### config.mk
export PLATFORM = sky130hd
export DESIGN_NAME = timer_counter
export DESIGN_NICKNAME = d
export VERILOG_FILES = /design/src/design/tmr_pkg.sv /design/src/design/edge_sync.sv /design/src/design/prescaler.sv /design/src/design/timer_counter.sv
export SDC_FILE = /design/constraint.sdc
export NUM_CORES = 1
export LEC_CHECK = 0
export BUFFER_PORTS_ARGS = -buffer_cell sky130_fd_sc_hd__buf_2
export CORE_MARGIN = 1.5
export CORE_UTILIZATION = 50
export DETAILED_ROUTE_END_ITERATION = 10
export PLACE_DENSITY = 0.74
export SETUP_SLACK_MARGIN = 0.5
export SLEW_MARGIN = 15
export SYNTH_ARGS = -nofsm -noshare
export SYNTH_HDL_FRONTEND = slang
export SYNTH_HIERARCHICAL = 1
export SYNTH_SLANG_ARGS = --single-unit
### constraint.sdc
create_clock -name ref_clk_i -period 4.82 [get_ports ref_clk_i]
set_clock_uncertainty 0.1 [all_clocks]
set_input_delay 0.964 -clock ref_clk_i [delete_from_list [all_inputs] [get_ports ref_clk_i]]
set_output_delay 0.964 -clock ref_clk_i [all_outputs]
set_load 0.1 [all_outputs]
### src/design/tmr_pkg.sv
// package with register map, field positions, reset values and timing counts for the timer
package tmr_pkg;
   // ------------------------------------------------------------
   // register byte addresses
   // ------------------------------------------------------------
   localparam logic [3:0] ADDR_CTRL = 4'h0;
   localparam logic [3:0] ADDR_LOW = 4'h4;
   localparam logic [3:0] ADDR_HIGH = 4'h8;
   localparam logic [3:0] ADDR_INTC = 4'hc;
   // ------------------------------------------------------------
   // field positions
   // ------------------------------------------------------------
   localparam int CTRL_RUN = 7;
   localparam int CTRL_W8 = 6;
   localparam int CTRL_SRC = 5;
   localparam int CTRL_EDGE = 4;
   localparam int CTRL_BYP = 3;
   localparam int INTC_IE = 5;
   localparam int INTC_IF = 2;
   // ------------------------------------------------------------
   // reset values and counts
   // ------------------------------------------------------------
   localparam logic [7:0] CTRL_RESET = 8'hff;
   localparam logic [7:0] HIGH_RESET = 8'h00;
   localparam logic [7:0] LOW_RESET = 8'h00;
   localparam logic [1:0] WRITE_HOLD_CYCLES = 2'h2;
   localparam logic [1:0] HTRANS_NONSEQ = 2'h2;
endpackage

### src/design/edge_sync.sv
// two-stage synchroniser with edge detection on the external count input
`timescale 1ns/1ps
module edge_sync (
   // clock and reset
   input wire logic ref_clk_i,
   input wire logic reset_i,
   input wire logic enable_i,
   // pin and selection
   input wire logic pin_i,
   input wire logic falling_i,
   // event out
   output logic edge_o
);
   logic meta_reg;
   logic sync_reg;
   logic last_reg;

   // only the second stage and its delayed copy feed the detector
   always_ff @(posedge ref_clk_i or posedge reset_i) begin
      if (reset_i) begin
         meta_reg <= 1'b0;
         sync_reg <= 1'b0;
         last_reg <= 1'b0;
      end else if (enable_i) begin
         meta_reg <= pin_i;
         sync_reg <= meta_reg;
         last_reg <= sync_reg;
      end
   end

   // chosen edge of the synchronised level
   assign edge_o = falling_i ? (last_reg & ~sync_reg) : (~last_reg & sync_reg);
endmodule

### src/design/prescaler.sv
// hidden 8-bit prescaler producing one tick every 2^(n+1) input events
`timescale 1ns/1ps
module prescaler (
   // clock and reset
   input wire logic ref_clk_i,
   input wire logic reset_i,
   input wire logic enable_i,
   // control
   input wire logic clear_i,
   input wire logic event_i,
   input wire logic [2:0] ratio_i,
   // tick out
   output logic tick_o
);
   logic [7:0] count_reg;
   logic [7:0] count_next;
   logic [7:0] mask;

   // terminal mask has n+1 low ones
   always_comb begin
      mask = 8'hff >> (3'h7 - ratio_i);
      count_next = count_reg + 8'h01;
   end

   // no bus path reads or loads this counter; a low byte write with the prescaler assigned (not bypassed) only clears it
   always_ff @(posedge ref_clk_i or posedge reset_i) begin
      if (reset_i) begin
         count_reg <= 8'h00;
      end else if (enable_i) begin
         if (clear_i) begin
            count_reg <= 8'h00;
         end else if (event_i) begin
            count_reg <= count_next;
         end
      end
   end

   assign tick_o = event_i & ~clear_i & ((count_reg & mask) == mask);
endmodule

### src/design/timer_counter.sv
// selectable 8/16-bit timer counter with ahb-lite register slave
`timescale 1ns/1ps
module timer_counter (
   // clock, reset, enable
   input wire logic ref_clk_i,
   input wire logic reset_i,
   input wire logic clk_en_i,
   // ahb-lite slave
   input wire logic hsel_i,
   input wire logic [31:0] haddr_i,
   input wire logic [1:0] htrans_i,
   input wire logic hwrite_i,
   input wire logic [2:0] hsize_i,
   input wire logic [31:0] hwdata_i,
   input wire logic hready_i,
   output logic [31:0] hrdata_o,
   output logic hreadyout_o,
   output logic hresp_o,
   // system
   input wire logic instr_cycle_i,
   input wire logic sleep_i,
   input wire logic external_count_input_i,
   // interrupt request
   output logic overflow_irq_o
);
   // ------------------------------------------------------------
   // registers
   // ------------------------------------------------------------
   logic [7:0] timer_control_reg;
   logic [7:0] count_low_reg;
   logic [7:0] count_high_reg;
   logic [7:0] count_high_buffer_reg;
   logic overflow_flag_reg;
   logic overflow_irq_enable_reg;
   logic [5:0] intc_other_reg;
   logic [1:0] hold_reg;
   logic [1:0] hold_next;
   // bus address phase capture
   logic dphase_reg;
   logic dwrite_reg;
   logic [3:0] daddr_reg;
   logic [31:0] hrdata_reg;

   logic ext_edge;
   logic src_event;
   logic pre_tick;
   logic count_event;
   logic run;
   logic wr_low;
   logic rd_low;
   logic wr_ctrl;
   logic wr_high;
   logic wr_intc;
   logic addr_phase;
   logic wrap8;
   logic wrap16;
   logic overflow;
   logic [7:0] wdata;
   logic [7:0] rd_mux;

   // ------------------------------------------------------------
   // bus decode
   // ------------------------------------------------------------
   assign addr_phase = hsel_i & hready_i & htrans_i[1];
   assign wdata = hwdata_i[7:0];
   assign wr_ctrl = dphase_reg & dwrite_reg & (daddr_reg == tmr_pkg::ADDR_CTRL);
   assign wr_low = dphase_reg & dwrite_reg & (daddr_reg == tmr_pkg::ADDR_LOW);
   assign wr_high = dphase_reg & dwrite_reg & (daddr_reg == tmr_pkg::ADDR_HIGH);
   assign wr_intc = dphase_reg & dwrite_reg & (daddr_reg == tmr_pkg::ADDR_INTC);
   // a read is acted on in its address phase so data is ready next edge
   assign rd_low = addr_phase & ~hwrite_i & (haddr_i[3:0] == tmr_pkg::ADDR_LOW)
                   & (haddr_i[31:4] == 28'h0000000);

   // capture address phase; zero-wait slave, always okay
   always_ff @(posedge ref_clk_i or posedge reset_i) begin
      if (reset_i) begin
         dphase_reg <= 1'b0;
         dwrite_reg <= 1'b0;
         daddr_reg <= 4'h0;
      end else if (clk_en_i) begin
         dphase_reg <= addr_phase & (haddr_i[31:4] == 28'h0000000)
                       & (haddr_i[1:0] == 2'h0);
         dwrite_reg <= hwrite_i;
         daddr_reg <= haddr_i[3:0];
      end
   end

   // read mux; the live high byte has no read path
   always_comb begin
      unique case (haddr_i[3:0])
         tmr_pkg::ADDR_CTRL: rd_mux = timer_control_reg;
         tmr_pkg::ADDR_LOW: rd_mux = count_low_reg;
         tmr_pkg::ADDR_HIGH: rd_mux = count_high_buffer_reg;
         tmr_pkg::ADDR_INTC: rd_mux = {intc_other_reg[5:4], overflow_irq_enable_reg,
                                       intc_other_reg[3:2], overflow_flag_reg,
                                       intc_other_reg[1:0]};
         default: rd_mux = 8'h00;
      endcase
   end

   // read data registered from the address phase
   always_ff @(posedge ref_clk_i or posedge reset_i) begin
      if (reset_i) begin
         hrdata_reg <= 32'h00000000;
      end else if (clk_en_i && addr_phase && !hwrite_i) begin
         hrdata_reg <= (haddr_i[31:4] == 28'h0000000) ? {24'h000000, rd_mux} : 32'h00000000;
      end
   end

   assign hrdata_o = hrdata_reg;

   // zero-wait, always-okay answer; kept in flops so every output is registered
   always_ff @(posedge ref_clk_i or posedge reset_i) begin
      if (reset_i) begin
         hreadyout_o <= 1'b1;
         hresp_o <= 1'b0;
      end else if (clk_en_i) begin
         hreadyout_o <= 1'b1;
         hresp_o <= 1'b0;
      end
   end

   // ------------------------------------------------------------
   // count source
   // ------------------------------------------------------------
   // the pin passes two flops before the detector, so a count lands three
   // edges after the pin moves; pulses shorter than one clock period can be missed
   edge_sync u_sync (
      .ref_clk_i(ref_clk_i),
      .reset_i(reset_i),
      .enable_i(clk_en_i),
      .pin_i(external_count_input_i),
      .falling_i(timer_control_reg[tmr_pkg::CTRL_EDGE]),
      .edge_o(ext_edge)
   );

   // pick pin edges or instruction cycles
   assign src_event = timer_control_reg[tmr_pkg::CTRL_SRC] ? ext_edge : instr_cycle_i;

   // prescaler sees the source events whenever running; bypass picks which feeds the count and blocks the low-write clear
   prescaler u_pre (
      .ref_clk_i(ref_clk_i),
      .reset_i(reset_i),
      .enable_i(clk_en_i),
      .clear_i(wr_low & ~timer_control_reg[tmr_pkg::CTRL_BYP]),
      .event_i(src_event & run),
      .ratio_i(timer_control_reg[2:0]),
      .tick_o(pre_tick)
   );

   // run gate: enable bit and not sleeping; the write hold-off gates the count separately
   assign run = timer_control_reg[tmr_pkg::CTRL_RUN] & ~sleep_i;
   // assignment read live each cycle, so it can change on the fly
   assign count_event = run & (hold_reg == 2'h0)
                        & (timer_control_reg[tmr_pkg::CTRL_BYP] ? src_event : pre_tick);

   // wrap is judged on the value before the step, so the flag lands with the zero
   assign wrap8 = count_low_reg == 8'hff;
   assign wrap16 = wrap8 & (count_high_reg == 8'hff);
   assign overflow = count_event & ~wr_low
                     & (timer_control_reg[tmr_pkg::CTRL_W8] ? wrap8 : wrap16);

   // ------------------------------------------------------------
   // write hold-off counter
   // ------------------------------------------------------------
   // skipped cycles are lost for good; software writes an adjusted value instead
   // counts instruction cycles after a low byte write in timer mode
   always_comb begin
      hold_next = hold_reg;
      if (wr_low && !timer_control_reg[tmr_pkg::CTRL_SRC]) begin
         hold_next = tmr_pkg::WRITE_HOLD_CYCLES;
      end else if (hold_reg != 2'h0 && instr_cycle_i) begin
         hold_next = hold_reg - 2'h1;
      end
   end

   always_ff @(posedge ref_clk_i or posedge reset_i) begin
      if (reset_i) begin
         hold_reg <= 2'h0;
      end else if (clk_en_i) begin
         hold_reg <= hold_next;
      end
   end

   // ------------------------------------------------------------
   // control register
   // ------------------------------------------------------------
   always_ff @(posedge ref_clk_i or posedge reset_i) begin
      if (reset_i) begin
         timer_control_reg <= tmr_pkg::CTRL_RESET;
      end else if (clk_en_i && wr_ctrl) begin
         timer_control_reg <= wdata;
      end
   end

   // ------------------------------------------------------------
   // counter bytes
   // ------------------------------------------------------------
   // low byte: write beats increment; a wrap in the write cycle is lost since overflow is masked by wr_low
   always_ff @(posedge ref_clk_i or posedge reset_i) begin
      if (reset_i) begin
         count_low_reg <= tmr_pkg::LOW_RESET;
      end else if (clk_en_i) begin
         if (wr_low) begin
            count_low_reg <= wdata;
         end else if (count_event) begin
            count_low_reg <= count_low_reg + 8'h01;
         end
      end
   end

   // high byte: loaded from buffer with the low write, frozen in 8-bit width
   always_ff @(posedge ref_clk_i or posedge reset_i) begin
      if (reset_i) begin
         count_high_reg <= 8'h00;
      end else if (clk_en_i) begin
         if (wr_low && !timer_control_reg[tmr_pkg::CTRL_W8]) begin
            count_high_reg <= count_high_buffer_reg;
         end else if (count_event && wrap8 && !timer_control_reg[tmr_pkg::CTRL_W8]) begin
            count_high_reg <= count_high_reg + 8'h01;
         end
      end
   end

   // buffer: written by software, snapshots live high byte on low read in 16-bit width
   always_ff @(posedge ref_clk_i or posedge reset_i) begin
      if (reset_i) begin
         count_high_buffer_reg <= tmr_pkg::HIGH_RESET;
      end else if (clk_en_i) begin
         if (wr_high) begin
            count_high_buffer_reg <= wdata;
         end else if (rd_low && !timer_control_reg[tmr_pkg::CTRL_W8]) begin
            count_high_buffer_reg <= count_high_reg;
         end
      end
   end

   // ------------------------------------------------------------
   // interrupt control
   // ------------------------------------------------------------
   // overflow set wins over a software clear in the same cycle
   always_ff @(posedge ref_clk_i or posedge reset_i) begin
      if (reset_i) begin
         overflow_flag_reg <= 1'b0;
         overflow_irq_enable_reg <= 1'b0;
         intc_other_reg <= 6'h00;
      end else if (clk_en_i) begin
         if (overflow) begin
            overflow_flag_reg <= 1'b1;
         end else if (wr_intc) begin
            overflow_flag_reg <= wdata[tmr_pkg::INTC_IF];
         end
         if (wr_intc) begin
            overflow_irq_enable_reg <= wdata[tmr_pkg::INTC_IE];
            intc_other_reg <= {wdata[7:6], wdata[4:3], wdata[1:0]};
         end
      end
   end

   // registered request, masked by the enable bit
   always_ff @(posedge ref_clk_i or posedge reset_i) begin
      if (reset_i) begin
         overflow_irq_o <= 1'b0;
      end else if (clk_en_i) begin
         overflow_irq_o <= overflow_flag_reg & overflow_irq_enable_reg;
      end
   end
endmodule

==> out/qor.yml <==
power:
  switching_share_pct: 31.2
  comb_power_share_pct: 17.7
  intPower_uw: 927
  ir_drop_mv: 0.137
  clkPwrFrac_pct: 34.6
  seqPwrFrac_pct: 47.7
  net-switching-power_uw: 420
  finalPower_mw: 1.35
  p_leak_nw: 2.00
  power_per_cell_area_mw_per_mm2: 302
flow_run:
  maxCapViolations: 0
placement:
  dp_hpwl_um: 6390
  place.gp.congestion: 0.848
  numPortBuffers: 58
timing:
  post-route-period-util_pct: 77.0
  relSlewSlack_pct: 24.5
  worst_slew_pin_slew_ps: 1120
  fin_tns_setup_ps: 0
  hold_violations: 0
  rsz0062_at_grt: "no"
  drv_slew: 0
  finalSetupViolations: 0
  max_freq_mhz: 270
  period_needed_ps: 3710
drt:
  first_iter_violations: 222
  wire_per_inst_um: 16.3
  wirelength_um: 8920
  via_count: 3122
  via_per_inst: 5.72
  drt_first_pass_iters: 4
  route.detailed.drc: 0
  ant_nets: 0
synthesis:
  yosys.area.top_type: "dfrtp_1"
  ys_ff_latch: 68
  synth_cell_types: 55
  seq_area_frac_synth_pct: 42.8
  synthArstFlopShare_pct: 100
  synthTopCellsByCount: "60 x dfrtp_1, 40 x mux2_2, 34 x o21ai_0"
  synth.most_common_cell: "dfrtp_1"
  syn_inst: 383
  synth_edf_count: 0
  synthTopCellsByArea: "dfrtp_1 38%, mux2_2 11%, buf_4 5.4%, dfstp_2 5.3%, mux4_2 4.5%"
  yosys_warnings: 6
  yosys.area.top_type_share_pct: 37.6
  yosys_most_used_dff: "dfrtp_1"
  synthesis.area_mm2: 0.00400
  syn_area_per_cell_um2: 10.4
clock_network:
  cts_resized: 0
  cts_tree: "yes"
  insertion_delay_ps: 340
  cts.sinks: 68
  htreeDepth: 3
  root_buffer: "clkbuf_8"
  clockBufferDepth: 2
  path_clk_slew_ps: 70
  cts-hold-fix-buffers: 0
  cts_made_buffers: 9
  post_cts_buffers: 0
setup_path:
  crit_path_end_kind: "flip-flop"
  worst_ep_required_time_ps: 4930
  cp_max_fo: 19
  cp-start-kind: "flip-flop"
  crit_type: "reg -> reg"
  r2r_setup_slack_ps: 1110
  worstPathArrival_ps: 3820
global_route:
  grt_max_degree: 55
  grt_pass1_vias: 3067
  grt.total_usage_pct: 22.6
  grt.overflow.total: 0
  antenna_found_initial: 0
  grt_pass1_wl_um: 14900
run_status:
  status: "finished clean"
die:
  die_w_um: 92.4
  initial_core_util_pct: 51.7
  core_area_mm2: 0.00773
  die_height_um: 92.4
  num_io_pins: 113
  fp-row-count: 32
  die-area_mm2: 0.00854
min_path:
  hp-class: "reg -> reg"
finish:
  drive_above_1_share_pct: 33.1
  synthToLayoutAreaGrowth_pct: 11.4
  antenna_cells: 0
  fin_nets: 521
final timing paths:
kind / start / to / cells past startpoint
min in group asynchronous: reset_i / hold_reg[0] / 2
max in group asynchronous: reset_i / dphase_reg / 3
min: hrdata_o[2] / hrdata_o[2] / 2
max reg2reg: daddr_reg[1] / count_high_reg[6] / 10
min reg2reg: hrdata_o[2] / hrdata_o[2] / 2
max: daddr_reg[1] / count_high_reg[6] / 10
area by class of cell:
| type | count | area (µm²) |
|---|---|---|
| clock buffer | 11 | 141 |
| clock inverter | 5 | 52.6 |
| fill | 682 | 3270 |
| inverter | 14 | 52.6 |
| multi-input combinational | 285 | 2060 |
| sequential | 68 | 1710 |
| tap | 102 | 128 |
| timing repair buffer | 61 | 313 |
critical path: stages, from the launching register on:
cell and delay, ps:
dfrtp_1 390, nand4bb_1 320, or3_1 670, nor2_1 430, nor2b_1 150, o2111a_1 170, nor2_1 170, a211oi_2 100
a31oi_1 570, nand2b_1 370, o21ai_0 150
power groups by stage:
stage | combinational, mW | clock [mW] | sequential (mW)
2_1_floorplan | 0.208 | 0 | 0.639
3_3_place_gp | 0.229 | 0 | 0.649
3_5_place_dp | 0.239 | 0 | 0.651
4_1_cts | 0.239 | 0.473 | 0.640
5_1_grt | 0.260 | 0.502 | 0.646
6_report | 0.239 | 0.466 | 0.642
routing by layer:
metal  up-vias  part of all wire (%)  wire, µm  GRT usage, %
li1       1473                     -         -             -
met1      1523                    45      4010          29.6
met2       114                    47      4240          35.7
met3        12                   5.8       514          5.01
met4         0                   1.8       161          10.3
met5         -                     0         0             0
placed cells by master, fill, tap and decap left out, drive strengths merged, types with 4 or more instances in the layout:
cell / Yosys / final
mux2: 40 / 40
nand2: 29 / 29
a21oi: 16 / 16
inv: 14 / 14
nor3: 12 / 12
nand3: 8 / 8
nor3b: 4 / 4
nand2b: 12 / 12
nor4: 11 / 11
o21ai: 34 / 34
nor2: 18 / 18
dfstp: 8 / 8
o22ai: 7 / 7
or3: 4 / 4
conb: 2 / 26
xnor2: 4 / 4
nand4: 4 / 4
clkbuf: 8 / 11
and3: 6 / 6
mux4: 8 / 8
buf: 32 / 61
dfrtp: 60 / 60
ha: 4 / 4
metrics by stage:
stage,std cells,setup slack (ps),hold WS [ps],instance area [µm²],util [%]
after detailed placement,530,917,367,4260,55.1
after floorplan,407,1650,354,4090,-
after global routing,546,771,399,4450,57.6
after CTS,546,1140,383,4450,57.6
final,546,1110,376,4450,57.6
after global placement,530,997,356,4260,55.1
logic make-up (layout without fill, tap and decap cells):
| logic type | count (synthesis) | in the layout | share of synthesized area (%) |
|---|---|---|---|
| buffers and inverters | 54 | 91 | 8.01 |
| and+or+nand+nor | 118 | 118 | 17.0 |
| DFF | 68 | 68 | 42.8 |
| AOI/OAI and AO/OA | 82 | 82 | 13.4 |
| other | 2 | 26 | 0.188 |
| muxes | 51 | 51 | 16.5 |
| xor gates and xnor gates | 4 | 4 | 0.876 |
| adders and majority gates | 4 | 4 | 1.25 |
Note: power is estimated with default switching activity, not from simulation.
